===== src/rtl/amt_pkg.sv =====
// Package: register map, field layout, timing and carrier types
package amt_pkg;
  // ---------------------------------------------------------------
  // Register indices (byte address is four times the index)
  // ---------------------------------------------------------------
  localparam logic [7:0] IDX_ALERT_MASK_ONE = 8'h74;
  localparam logic [7:0] IDX_ALERT_MASK_TWO = 8'h75;
  localparam logic [7:0] IDX_VOLTAGE_LOW_BITS = 8'h76;
  localparam logic [7:0] IDX_TEMPERATURE_LOW_BITS = 8'h77;
  localparam logic [7:0] IDX_PIN_AND_SPEED_CONFIG = 8'h78;
  localparam logic [7:0] IDX_OVERHEAT_DURATION_STATUS = 8'h79;
  localparam logic [7:0] IDX_ASSERT_DURATION_LIMIT = 8'h7a;
  localparam logic [7:0] IDX_EVENT_STATUS = 8'h80;
  localparam logic [7:0] IDX_EVENT_CLEAR = 8'h81;
  localparam logic [7:0] IDX_EVENT_ENABLE = 8'h82;
  localparam logic [7:0] IDX_HIGH_BYTE_BASE = 8'h83;
  localparam int NUM_READINGS = 5;

  // ---------------------------------------------------------------
  // Reset values and field positions
  // ---------------------------------------------------------------
  localparam logic [7:0] RST_MASK = 8'h00;
  localparam logic [7:0] RST_CONFIG = 8'h00;
  localparam logic [7:0] RST_LIMIT = 8'h00;
  localparam logic [7:0] RST_STATUS = 8'h00;
  localparam int BIT_FAN_ONE = 2;
  localparam int BIT_FAN_FOUR_OR_TIMER = 5;
  localparam int BIT_DIODE_ONE = 6;
  localparam logic [7:0] MASK_TWO_WRITABLE = 8'hfd;
  localparam logic [7:0] ALERT_SOURCES = 8'hfc;
  localparam logic [7:0] VOLT_RSV_BITS = 8'hcc;
  localparam logic [7:0] TEMP_RSV_BITS = 8'h03;
  localparam logic [1:0] RESP_OKAY = 2'b00;
  localparam logic [1:0] RESP_SLVERR = 2'b10;

  // ---------------------------------------------------------------
  // Timing
  // ---------------------------------------------------------------
  localparam int CLK_MHZ = 125;
  localparam int TICK_PERIOD_US = 22760;
  localparam int TICK_CYCLES = TICK_PERIOD_US * CLK_MHZ;
  localparam int REPORT_START_US = 45520;
  localparam logic [7:0] REPORT_START_TICKS =
    8'(REPORT_START_US / TICK_PERIOD_US);
  localparam logic [7:0] COUNT_FULL = 8'hff;

  // ---------------------------------------------------------------
  // Carrier types
  // ---------------------------------------------------------------
  typedef struct packed {
    logic continuous_speed_four;
    logic continuous_speed_three;
    logic continuous_speed_two;
    logic continuous_speed_one;
    logic fast_speed_rate;
    logic full_speed_on_overheat;
    logic overheat_monitor_en;
    logic alert_pin_sel;
  } amt_cfg_t;

  typedef struct packed {
    logic [9:0] remote_two;
    logic [9:0] local_temp;
    logic [9:0] remote_one;
    logic [9:0] supply;
    logic [9:0] ref_two_five;
  } amt_meas_t;
endpackage


===== src/rtl/amt_overheat_timer.sv =====
// Overheat assertion duration timer with status and limit event
`timescale 1ns/1ps
module amt_overheat_timer #(
  parameter int TICK_CYC = amt_pkg::TICK_CYCLES
) (
  // Clock, reset, enable
  input wire logic aclk,
  input wire logic aresetn,
  input wire logic ce,
  // Control
  input wire logic monitor_en,
  input wire logic overheat_active,
  input wire logic [7:0] duration_limit,
  input wire logic status_read,
  // Results
  output logic [7:0] status_q,
  output logic timer_event_q
);
  // ---------------------------------------------------------------
  // Edge detect and prescaler
  // ---------------------------------------------------------------
  logic act;
  logic prev_q;
  logic rise;
  logic tick;
  logic flagged_q;
  logic [31:0] presc_q;
  logic [7:0] dur_q;

  assign act = monitor_en & overheat_active;
  assign rise = act & ~prev_q;
  assign tick = act & prev_q & (presc_q == 32'(TICK_CYC - 1));

  // Input history for the assertion edge
  always_ff @(posedge aclk) begin
    if (!aresetn) begin
      prev_q <= 1'b0;
    end else if (ce) begin
      prev_q <= act;
    end
  end

  // Tick prescaler restarts with each assertion
  always_ff @(posedge aclk) begin
    if (!aresetn) begin
      presc_q <= 32'h0;
    end else if (ce) begin
      if (rise || tick || !act) begin
        presc_q <= 32'h0;
      end else begin
        presc_q <= presc_q + 32'h1;
      end
    end
  end

  // Duration in ticks, holds at full scale instead of wrapping
  always_ff @(posedge aclk) begin
    if (!aresetn) begin
      dur_q <= 8'h00;
    end else if (ce) begin
      if (rise) begin
        dur_q <= 8'h00;
      end else if (tick && dur_q != amt_pkg::COUNT_FULL) begin
        dur_q <= dur_q + 8'h01;
      end
    end
  end

  // ---------------------------------------------------------------
  // Status register: flag first, count once past the start time
  // ---------------------------------------------------------------
  always_ff @(posedge aclk) begin
    if (!aresetn) begin
      status_q <= amt_pkg::RST_STATUS;
    end else if (ce) begin
      if (rise) begin
        status_q <= 8'h01;
      end else if (act && dur_q >= amt_pkg::REPORT_START_TICKS) begin
        status_q <= dur_q;
      end else if (status_read) begin
        status_q[0] <= 1'b0;
      end
    end
  end

  // Limit event, once per assertion; a zero limit fires at once
  always_ff @(posedge aclk) begin
    if (!aresetn) begin
      flagged_q <= 1'b0;
      timer_event_q <= 1'b0;
    end else if (ce) begin
      timer_event_q <= 1'b0;
      if (rise) begin
        flagged_q <= 1'b0;
      end
      if (act && (!flagged_q || rise) &&
          (duration_limit == 8'h00 ||
           (prev_q && dur_q > duration_limit))) begin
        flagged_q <= 1'b1;
        timer_event_q <= 1'b1;
      end
    end
  end
endmodule


===== src/rtl/amt_regs.sv =====
// Alert mask, low-bit readings, pin config and overheat timer registers
`timescale 1ns/1ps
module amt_regs #(
  parameter int ADDR_W = 12,
  parameter int TICK_CYC = amt_pkg::TICK_CYCLES
) (
  // Clock, reset, enable
  input wire logic aclk,
  input wire logic aresetn,
  input wire logic ce,
  // AXI4-Lite write address and data
  input wire logic [ADDR_W-1:0] s_axi_awaddr,
  input wire logic s_axi_awvalid,
  output logic s_axi_awready,
  input wire logic [31:0] s_axi_wdata,
  input wire logic [3:0] s_axi_wstrb,
  input wire logic s_axi_wvalid,
  output logic s_axi_wready,
  // AXI4-Lite write response
  output logic [1:0] s_axi_bresp,
  output logic s_axi_bvalid,
  input wire logic s_axi_bready,
  // AXI4-Lite read
  input wire logic [ADDR_W-1:0] s_axi_araddr,
  input wire logic s_axi_arvalid,
  output logic s_axi_arready,
  output logic [31:0] s_axi_rdata,
  output logic [1:0] s_axi_rresp,
  output logic s_axi_rvalid,
  input wire logic s_axi_rready,
  // Conversion results
  input wire logic meas_update,
  input wire amt_pkg::amt_meas_t meas,
  // Fault events and pins
  input wire logic [3:0] fan_fault,
  input wire logic [1:0] diode_fault,
  input wire logic speed_pulse_input_four_is_overheat,
  input wire logic overheat_in_n,
  input wire logic config_lock,
  input wire logic fan_two_pwm,
  // Outputs
  output logic pwm_two_pin,
  output logic fans_full_speed,
  output logic fast_speed_rate,
  output logic [3:0] continuous_speed,
  output logic irq
);
  // ---------------------------------------------------------------
  // Declarations
  // ---------------------------------------------------------------
  logic [7:0] mask_one_q;
  logic [7:0] mask_two_q;
  logic [7:0] volt_rsv_q;
  logic [7:0] temp_rsv_q;
  logic [7:0] limit_q;
  logic [7:0] ev_stat_q;
  logic [7:0] ev_en_q;
  amt_pkg::amt_cfg_t cfg_q;
  logic [ADDR_W-1:0] awaddr_q;
  logic [31:0] wdata_q;
  logic [3:0] wstrb_q;
  logic aw_full_q;
  logic w_full_q;
  logic do_wr;
  logic [7:0] wr_idx;
  logic [7:0] rd_idx;
  logic rd_hs;
  logic wr_lane;
  logic [9:0] rd_arr [amt_pkg::NUM_READINGS];
  logic [7:0] hi_q [amt_pkg::NUM_READINGS];
  logic [1:0] lo_q [amt_pkg::NUM_READINGS];
  logic [amt_pkg::NUM_READINGS-1:0] pend_q;
  logic volt_frozen;
  logic temp_frozen;
  logic overheat_act;
  logic status_read;
  logic [7:0] ot_status;
  logic timer_event;
  logic [7:0] ev_in;
  logic alert_now;

  // Index decode: upper address bits must be zero
  function automatic logic [7:0] reg_idx(input logic [ADDR_W-1:0] a);
    reg_idx = (a[ADDR_W-1:10] == '0) ? a[9:2] : 8'hff;
  endfunction

  // Which indices answer OKAY
  function automatic logic is_mapped(input logic [7:0] i);
    is_mapped = (i >= amt_pkg::IDX_ALERT_MASK_ONE &&
                 i <= amt_pkg::IDX_ASSERT_DURATION_LIMIT) ||
                (i >= amt_pkg::IDX_EVENT_STATUS &&
                 i < amt_pkg::IDX_HIGH_BYTE_BASE + 8'(amt_pkg::NUM_READINGS));
  endfunction

  assign wr_idx = reg_idx(awaddr_q);
  assign rd_idx = reg_idx(s_axi_araddr);
  assign do_wr = aw_full_q & w_full_q & ~s_axi_bvalid;
  assign wr_lane = do_wr & wstrb_q[0];
  assign rd_hs = s_axi_arvalid & s_axi_arready;
  assign status_read = rd_hs &&
                       rd_idx == amt_pkg::IDX_OVERHEAT_DURATION_STATUS;

  // ---------------------------------------------------------------
  // AXI4-Lite write channel: address and data in either order
  // ---------------------------------------------------------------
  always_ff @(posedge aclk) begin
    if (!aresetn) begin
      aw_full_q <= 1'b0;
      w_full_q <= 1'b0;
      s_axi_awready <= 1'b1;
      s_axi_wready <= 1'b1;
      s_axi_bvalid <= 1'b0;
      s_axi_bresp <= amt_pkg::RESP_OKAY;
      awaddr_q <= '0;
      wdata_q <= 32'h0;
      wstrb_q <= 4'h0;
    end else if (ce) begin
      if (s_axi_awvalid && s_axi_awready) begin
        aw_full_q <= 1'b1;
        s_axi_awready <= 1'b0;
        awaddr_q <= s_axi_awaddr;
      end
      if (s_axi_wvalid && s_axi_wready) begin
        w_full_q <= 1'b1;
        s_axi_wready <= 1'b0;
        wdata_q <= s_axi_wdata;
        wstrb_q <= s_axi_wstrb;
      end
      if (do_wr) begin
        aw_full_q <= 1'b0;
        w_full_q <= 1'b0;
        s_axi_bvalid <= 1'b1;
        s_axi_bresp <= is_mapped(wr_idx) ? amt_pkg::RESP_OKAY :
                       amt_pkg::RESP_SLVERR;
      end else if (s_axi_bvalid && s_axi_bready) begin
        s_axi_bvalid <= 1'b0;
        s_axi_awready <= 1'b1;
        s_axi_wready <= 1'b1;
      end
    end
  end

  // ---------------------------------------------------------------
  // Software-written registers
  // ---------------------------------------------------------------
  always_ff @(posedge aclk) begin
    if (!aresetn) begin
      mask_one_q <= amt_pkg::RST_MASK;
      mask_two_q <= amt_pkg::RST_MASK;
      volt_rsv_q <= 8'h00;
      temp_rsv_q <= 8'h00;
      limit_q <= amt_pkg::RST_LIMIT;
      ev_en_q <= 8'h00;
    end else if (ce && wr_lane) begin
      case (wr_idx)
        amt_pkg::IDX_ALERT_MASK_ONE: begin
          mask_one_q <= wdata_q[7:0];
        end
        amt_pkg::IDX_ALERT_MASK_TWO: begin
          // Bit 1 is read-only and stays clear
          mask_two_q <= wdata_q[7:0] & amt_pkg::MASK_TWO_WRITABLE;
        end
        amt_pkg::IDX_VOLTAGE_LOW_BITS: begin
          volt_rsv_q <= wdata_q[7:0] & amt_pkg::VOLT_RSV_BITS;
        end
        amt_pkg::IDX_TEMPERATURE_LOW_BITS: begin
          temp_rsv_q <= wdata_q[7:0] & amt_pkg::TEMP_RSV_BITS;
        end
        amt_pkg::IDX_ASSERT_DURATION_LIMIT: begin
          limit_q <= wdata_q[7:0];
        end
        amt_pkg::IDX_EVENT_ENABLE: begin
          ev_en_q <= wdata_q[7:0];
        end
        default: begin
        end
      endcase
    end
  end

  // Pin and speed config; the lock turns writes into no-ops
  always_ff @(posedge aclk) begin
    if (!aresetn) begin
      cfg_q <= amt_pkg::amt_cfg_t'(amt_pkg::RST_CONFIG);
    end else if (ce && wr_lane && !config_lock &&
                 wr_idx == amt_pkg::IDX_PIN_AND_SPEED_CONFIG) begin
      cfg_q <= amt_pkg::amt_cfg_t'(wdata_q[7:0]);
    end
  end

  // ---------------------------------------------------------------
  // Reading snapshots with coherent freeze
  // ---------------------------------------------------------------
  assign rd_arr[0] = meas.ref_two_five;
  assign rd_arr[1] = meas.supply;
  assign rd_arr[2] = meas.remote_one;
  assign rd_arr[3] = meas.local_temp;
  assign rd_arr[4] = meas.remote_two;
  // A low-bit read also blocks an update landing on its own edge
  assign volt_frozen = |pend_q[1:0] |
                       (rd_hs && rd_idx == amt_pkg::IDX_VOLTAGE_LOW_BITS);
  assign temp_frozen = |pend_q[4:2] |
                       (rd_hs &&
                        rd_idx == amt_pkg::IDX_TEMPERATURE_LOW_BITS);

  // Low-bit read arms its group; each high-byte read releases one
  always_ff @(posedge aclk) begin
    if (!aresetn) begin
      pend_q <= '0;
    end else if (ce && rd_hs) begin
      if (rd_idx == amt_pkg::IDX_VOLTAGE_LOW_BITS) begin
        pend_q[1:0] <= 2'b11;
      end else if (rd_idx == amt_pkg::IDX_TEMPERATURE_LOW_BITS) begin
        pend_q[4:2] <= 3'b111;
      end else if (rd_idx >= amt_pkg::IDX_HIGH_BYTE_BASE &&
                   rd_idx < amt_pkg::IDX_HIGH_BYTE_BASE +
                   8'(amt_pkg::NUM_READINGS)) begin
        pend_q[3'(rd_idx - amt_pkg::IDX_HIGH_BYTE_BASE)] <= 1'b0;
      end
    end
  end

  // Snapshots update only while their group is not frozen
  for (genvar g = 0; g < amt_pkg::NUM_READINGS; g++) begin : g_snap
    always_ff @(posedge aclk) begin
      if (!aresetn) begin
        hi_q[g] <= 8'h00;
        lo_q[g] <= 2'b00;
      end else if (ce && meas_update &&
                   !(g < 2 ? volt_frozen : temp_frozen)) begin
        hi_q[g] <= rd_arr[g][9:2];
        lo_q[g] <= rd_arr[g][1:0];
      end
    end
  end

  // ---------------------------------------------------------------
  // Overheat timer and pin outputs
  // ---------------------------------------------------------------
  assign overheat_act = ~overheat_in_n & speed_pulse_input_four_is_overheat;

  amt_overheat_timer #(
    .TICK_CYC(TICK_CYC)
  ) u_timer (
    .aclk(aclk),
    .aresetn(aresetn),
    .ce(ce),
    .monitor_en(cfg_q.overheat_monitor_en),
    .overheat_active(overheat_act),
    .duration_limit(limit_q),
    .status_read(status_read),
    .status_q(ot_status),
    .timer_event_q(timer_event)
  );

  // Sticky events share the second mask layout
  assign ev_in = {diode_fault,
                  speed_pulse_input_four_is_overheat ?
                    timer_event : fan_fault[3],
                  fan_fault[2:0], 2'b00};

  // Set wins over a same-cycle clear
  always_ff @(posedge aclk) begin
    if (!aresetn) begin
      ev_stat_q <= 8'h00;
    end else if (ce) begin
      if (wr_lane && wr_idx == amt_pkg::IDX_EVENT_CLEAR) begin
        ev_stat_q <= (ev_stat_q & ~wdata_q[7:0]) | ev_in;
      end else begin
        ev_stat_q <= ev_stat_q | ev_in;
      end
    end
  end

  // Unmasked fan, diode and overheat timer events drive the alert
  assign alert_now = |(ev_stat_q & ~mask_two_q &
                       amt_pkg::ALERT_SOURCES);

  // Registered pins; alert is active low on the shared pin
  always_ff @(posedge aclk) begin
    if (!aresetn) begin
      pwm_two_pin <= 1'b0;
      fans_full_speed <= 1'b0;
      fast_speed_rate <= 1'b0;
      continuous_speed <= 4'h0;
      irq <= 1'b0;
    end else if (ce) begin
      pwm_two_pin <= cfg_q.alert_pin_sel ? ~alert_now : fan_two_pwm;
      fans_full_speed <= cfg_q.full_speed_on_overheat &
                         cfg_q.overheat_monitor_en & overheat_act;
      fast_speed_rate <= cfg_q.fast_speed_rate;
      continuous_speed <= {cfg_q.continuous_speed_four,
                           cfg_q.continuous_speed_three,
                           cfg_q.continuous_speed_two,
                           cfg_q.continuous_speed_one};
      irq <= |(ev_stat_q & ev_en_q);
    end
  end

  // ---------------------------------------------------------------
  // AXI4-Lite read channel, data registered at the handshake
  // ---------------------------------------------------------------
  always_ff @(posedge aclk) begin
    if (!aresetn) begin
      s_axi_arready <= 1'b1;
      s_axi_rvalid <= 1'b0;
      s_axi_rdata <= 32'h0;
      s_axi_rresp <= amt_pkg::RESP_OKAY;
    end else if (ce) begin
      if (rd_hs) begin
        s_axi_arready <= 1'b0;
        s_axi_rvalid <= 1'b1;
        s_axi_rresp <= is_mapped(rd_idx) ? amt_pkg::RESP_OKAY :
                       amt_pkg::RESP_SLVERR;
        s_axi_rdata <= 32'h0;
        case (rd_idx)
          amt_pkg::IDX_ALERT_MASK_ONE: s_axi_rdata[7:0] <= mask_one_q;
          amt_pkg::IDX_ALERT_MASK_TWO: s_axi_rdata[7:0] <= mask_two_q;
          amt_pkg::IDX_VOLTAGE_LOW_BITS: begin
            s_axi_rdata[7:0] <= volt_rsv_q |
              {2'b00, lo_q[1], 2'b00, lo_q[0]};
          end
          amt_pkg::IDX_TEMPERATURE_LOW_BITS: begin
            s_axi_rdata[7:0] <= temp_rsv_q |
              {lo_q[4], lo_q[3], lo_q[2], 2'b00};
          end
          amt_pkg::IDX_PIN_AND_SPEED_CONFIG: s_axi_rdata[7:0] <= cfg_q;
          amt_pkg::IDX_OVERHEAT_DURATION_STATUS: begin
            s_axi_rdata[7:0] <= ot_status;
          end
          amt_pkg::IDX_ASSERT_DURATION_LIMIT: s_axi_rdata[7:0] <= limit_q;
          amt_pkg::IDX_EVENT_STATUS: s_axi_rdata[7:0] <= ev_stat_q;
          amt_pkg::IDX_EVENT_ENABLE: s_axi_rdata[7:0] <= ev_en_q;
          default: begin
            if (rd_idx >= amt_pkg::IDX_HIGH_BYTE_BASE &&
                rd_idx < amt_pkg::IDX_HIGH_BYTE_BASE +
                8'(amt_pkg::NUM_READINGS)) begin
              s_axi_rdata[7:0] <=
                hi_q[3'(rd_idx - amt_pkg::IDX_HIGH_BYTE_BASE)];
            end
          end
        endcase
      end else if (s_axi_rvalid && s_axi_rready) begin
        s_axi_rvalid <= 1'b0;
        s_axi_arready <= 1'b1;
      end
    end
  end
endmodule


===== config.mk =====
export PLATFORM = sky130hd
export DESIGN_NAME = amt_regs
export DESIGN_NICKNAME = d
export VERILOG_FILES = /design/src/rtl/amt_pkg.sv /design/src/rtl/amt_overheat_timer.sv /design/src/rtl/amt_regs.sv
export SDC_FILE = /design/constraint.sdc
export NUM_CORES = 1
export LEC_CHECK = 0
export ABC_AREA = 1
export BUFFER_PORTS_ARGS = -buffer_cell sky130_fd_sc_hd__buf_2
export CORE_MARGIN = 2
export CORE_UTILIZATION = 60
export CTS_CLUSTER_DIAMETER = 100
export CTS_CLUSTER_SIZE = 12
export DETAILED_ROUTE_END_ITERATION = 12
export HOLD_SLACK_MARGIN = 0.12
export PLACE_DENSITY = 0.84
export SYNTH_ARGS = -nofsm -noshare
export SYNTH_HDL_FRONTEND = slang
export SYNTH_SLANG_ARGS = --single-unit

===== constraint.sdc =====
create_clock -name aclk -period 4.8 [get_ports aclk]
set_input_delay 0.72 -clock aclk [delete_from_list [all_inputs] [get_ports aclk]]
set_output_delay 0.72 -clock aclk [all_outputs]
set_load 0.05 [all_outputs]

==> run summary <==
Area Overhead vs Synth = 10.4%
Hold Vio Cnt, Final = 0
syn avg cell area = 7.42 um^2
# rows = 48
number of detailed-route iterations in the first pass = 6
GRT Resource Usage Total = 28.8%
Logic pwr share = 9.6%
Sink Count = 203
fin nets = 1675
synth top area cells = dfxtp_1 29%, edfxtp_1 14%, nand2_1 7.8%
cts bufs inserted = 20
RSZ-0062 raised after global routing = false
die height = 137 um
Sw Ratio = 25.3%
drt total wl = 27.0 mm
Post-synth EDFFs = 50
Overflow after GRT = 0
Synth Warn # = 0
register area share after synthesis = 42.9%
vias per cell = 5.58
Leakage = 5.02 nW
final hold slack = 0.446 ns
clock tree buffer depth = 3
violation count after the first detailed-routing iteration = 1020
Yosys top cell area share = 28.8%
Yosys reg bits = 203
dpl cells = 1734
Mapped Area = 10700 um^2
WL per Instance = 15.3 um
GP Congestion = 0.921
H-Tree Depth = 1
vias in the first global route = 8951
P per Cell Area = 306 nW/um^2
cell taking the most area after synthesis = dfxtp_1
clock share of power = 39.3%
CP Max Fanout = 20
WS Path Type = input port to flop
post-route ant nets = 0
worst min path class = flop to flop
Least-Margin Pin Slew = 0.844 ns
fraction of registers with async set/reset = 0%
Antenna diodes = 0
die footprint = 18800 um^2
Tmin final = 3.36 ns
Seq pwr share = 51.1%
Mapped Cells = 1436
sw power = 910 uW
non-filler cells, final = 1761
DRC viols = 0
Worst Path Arrival = 3.41 ns
# IOs = 178
CP required = 4.85 ns
slew margin rel. = 43.3%
crit share post-route = 69.9%
Achievable Freq = 298 MHz
first-pass GRT wire length = 43.3 mm
CTS Hold Bufs = 0
cell internal pwr = 2.69 mW
Setup Buffers After CTS = 0
Clock transition at path regs = 0.06 ns
top_reg_cell synth = dfxtp_1
CTS tree = done
post-CTS resize count = 0
Max Slew Vio Count = 0
Peak VDD IR = 0.249 mV
Setup Viol. Count Final = 0
max-cap viol count = 0
largest net degree at the start of global routing = 64
synth unique cells = 52
starting density of the core = 61.6%
die width = 137 um
Port Buffer Count = 120
startpoint types = input port
Clk Tree Root Cell = clkbuf_16
CP endpoint kind = flop
via count = 9820
area of the core = 17300 um^2
share of cells above drive strength 1 = 14.1%
clk_skew = 0.0162 ns
Clock Latency Late Sink = 0.50 ns
TNS Setup = 0 ns
DP HPWL = 19.3 mm
final core utilization = 68.0%
initial antenna violation count = 0
outcome = completed
[synth_stat cells (3+ instances only)]
cell type / number
nor2_2: 10
a21oi_1: 108
ha_1: 15
inv_1: 187
nor2_1: 191
a22o_1: 3
a211oi_1: 12
xnor2_1: 3
clkbuf_1: 23
nand4_1: 43
xor2_1: 10
o22ai_1: 3
nor4_1: 5
nor3_1: 26
nor2_4: 12
o211ai_1: 5
nand3b_1: 8
nor3b_1: 6
dfxtp_1: 153
or2_2: 9
nor3_2: 3
nand2_1: 220
buf_1: 3
o21ai_1: 3
buf_2: 16
a31oi_1: 3
nand2_2: 10
buf_6: 4
nand3_2: 7
inv_2: 6
edfxtp_1: 50
a211oi_2: 4
buf_4: 34
o21ai_0: 87
nand3_1: 133
[registers in the layout, summed over array words and instances (netlist names), 10 cells and up]
register and cells:
awaddr_q 10, u_timer.presc_q 32, lo_q 10, hi_q 40
[power groups by stage]
stage	clock, mW	sequential, mW	combinational, mW
2_1_floorplan	0	1.89	0.237
3_3_place_gp	0	1.87	0.335
3_5_place_dp	0	1.88	0.340
4_1_cts	1.43	1.84	0.342
5_1_grt	1.49	1.84	0.380
6_report	1.41	1.84	0.346
[cell families after synthesis]
group / Yosys count / synth area share [%]
xor+xnor: 13 / 1.07
buf+inv: 276 / 11.4
flops: 203 / 42.9
compound gates: 237 / 12.3
fa+ha+maj: 15 / 1.76
other cells: 1 / 0.0352
simple gates: 691 / 30.5
[critical path, cell delays in order]
cell and delay [ns]:
buf_2 0.10, nor2_2 0.09, buf_4 0.26, nand2_1 0.12, inv_1 0.21, ha_1 0.50
inv_1 0.15, nor2_4 0.25, nand2_1 0.20, o21ai_1 0.25, nand2_1 0.54
[path summary, 6_finish.rpt]
kind,startpoint,to,slack [ns],cells after the start
setup / recovery,s_axi_araddr[11],hi_q[1][6]$_SDFFCE_PN0P_,1.44,11
hold / removal,w_full_q$_SDFFE_PN0P_,w_full_q$_SDFFE_PN0P_,0.45,2
setup reg to reg,s_axi_arready$_SDFFE_PN1P_,u_timer.status_q[0]$_SDFFE_PN0P_,2.57,6
hold reg to reg,w_full_q$_SDFFE_PN0P_,w_full_q$_SDFFE_PN0P_,0.45,2
[routing by layer]
| metal | GRT usage, % | part of all wire (%) | vias to the layer above |
|---|---|---|---|
| met1 | 39.4 | 43 | 4475 |
| li1 | - | - | 4864 |
| met4 | 10.3 | 3.5 | 0 |
| met3 | 4.23 | 7.6 | 71 |
| met2 | 46.8 | 46 | 410 |
| met5 | 0 | 0 | - |
[area by class of cell]
class / instances / area, um^2
tap: 225 / 282
clock buffer: 27 / 548
inverter: 196 / 741
multi-input combinational: 982 / 4960
timing repair buffer: 128 / 661
sequential: 203 / 4560
fill: 1476 / 5540
[through the flow]
stage	total power, mW	area [um^2]	setup WS (ns)
2_1_floorplan	2.13	10700	1.77
3_3_place_gp	2.21	11200	1.21
3_5_place_dp	2.21	11200	1.02
4_1_cts	3.61	11800	1.48
5_1_grt	3.72	11800	1.18
6_report	3.60	11800	1.44
[cell usage in the layout (no fill, tap or decap), types with 26 or more instances in the layout]
| cell type | instances |
|---|---|
| dfxtp_1 | 153 |
| nor3_1 | 26 |
| buf_2 | 120 |
| nand4_1 | 43 |
| nand2_1 | 220 |
| o21ai_0 | 87 |
| nand3_1 | 133 |
| nor2_1 | 191 |
| inv_1 | 186 |
| a21oi_1 | 108 |
| edfxtp_1 | 50 |
| conb_1 | 26 |
No activity file was read; power rests on OpenSTA's default activity.
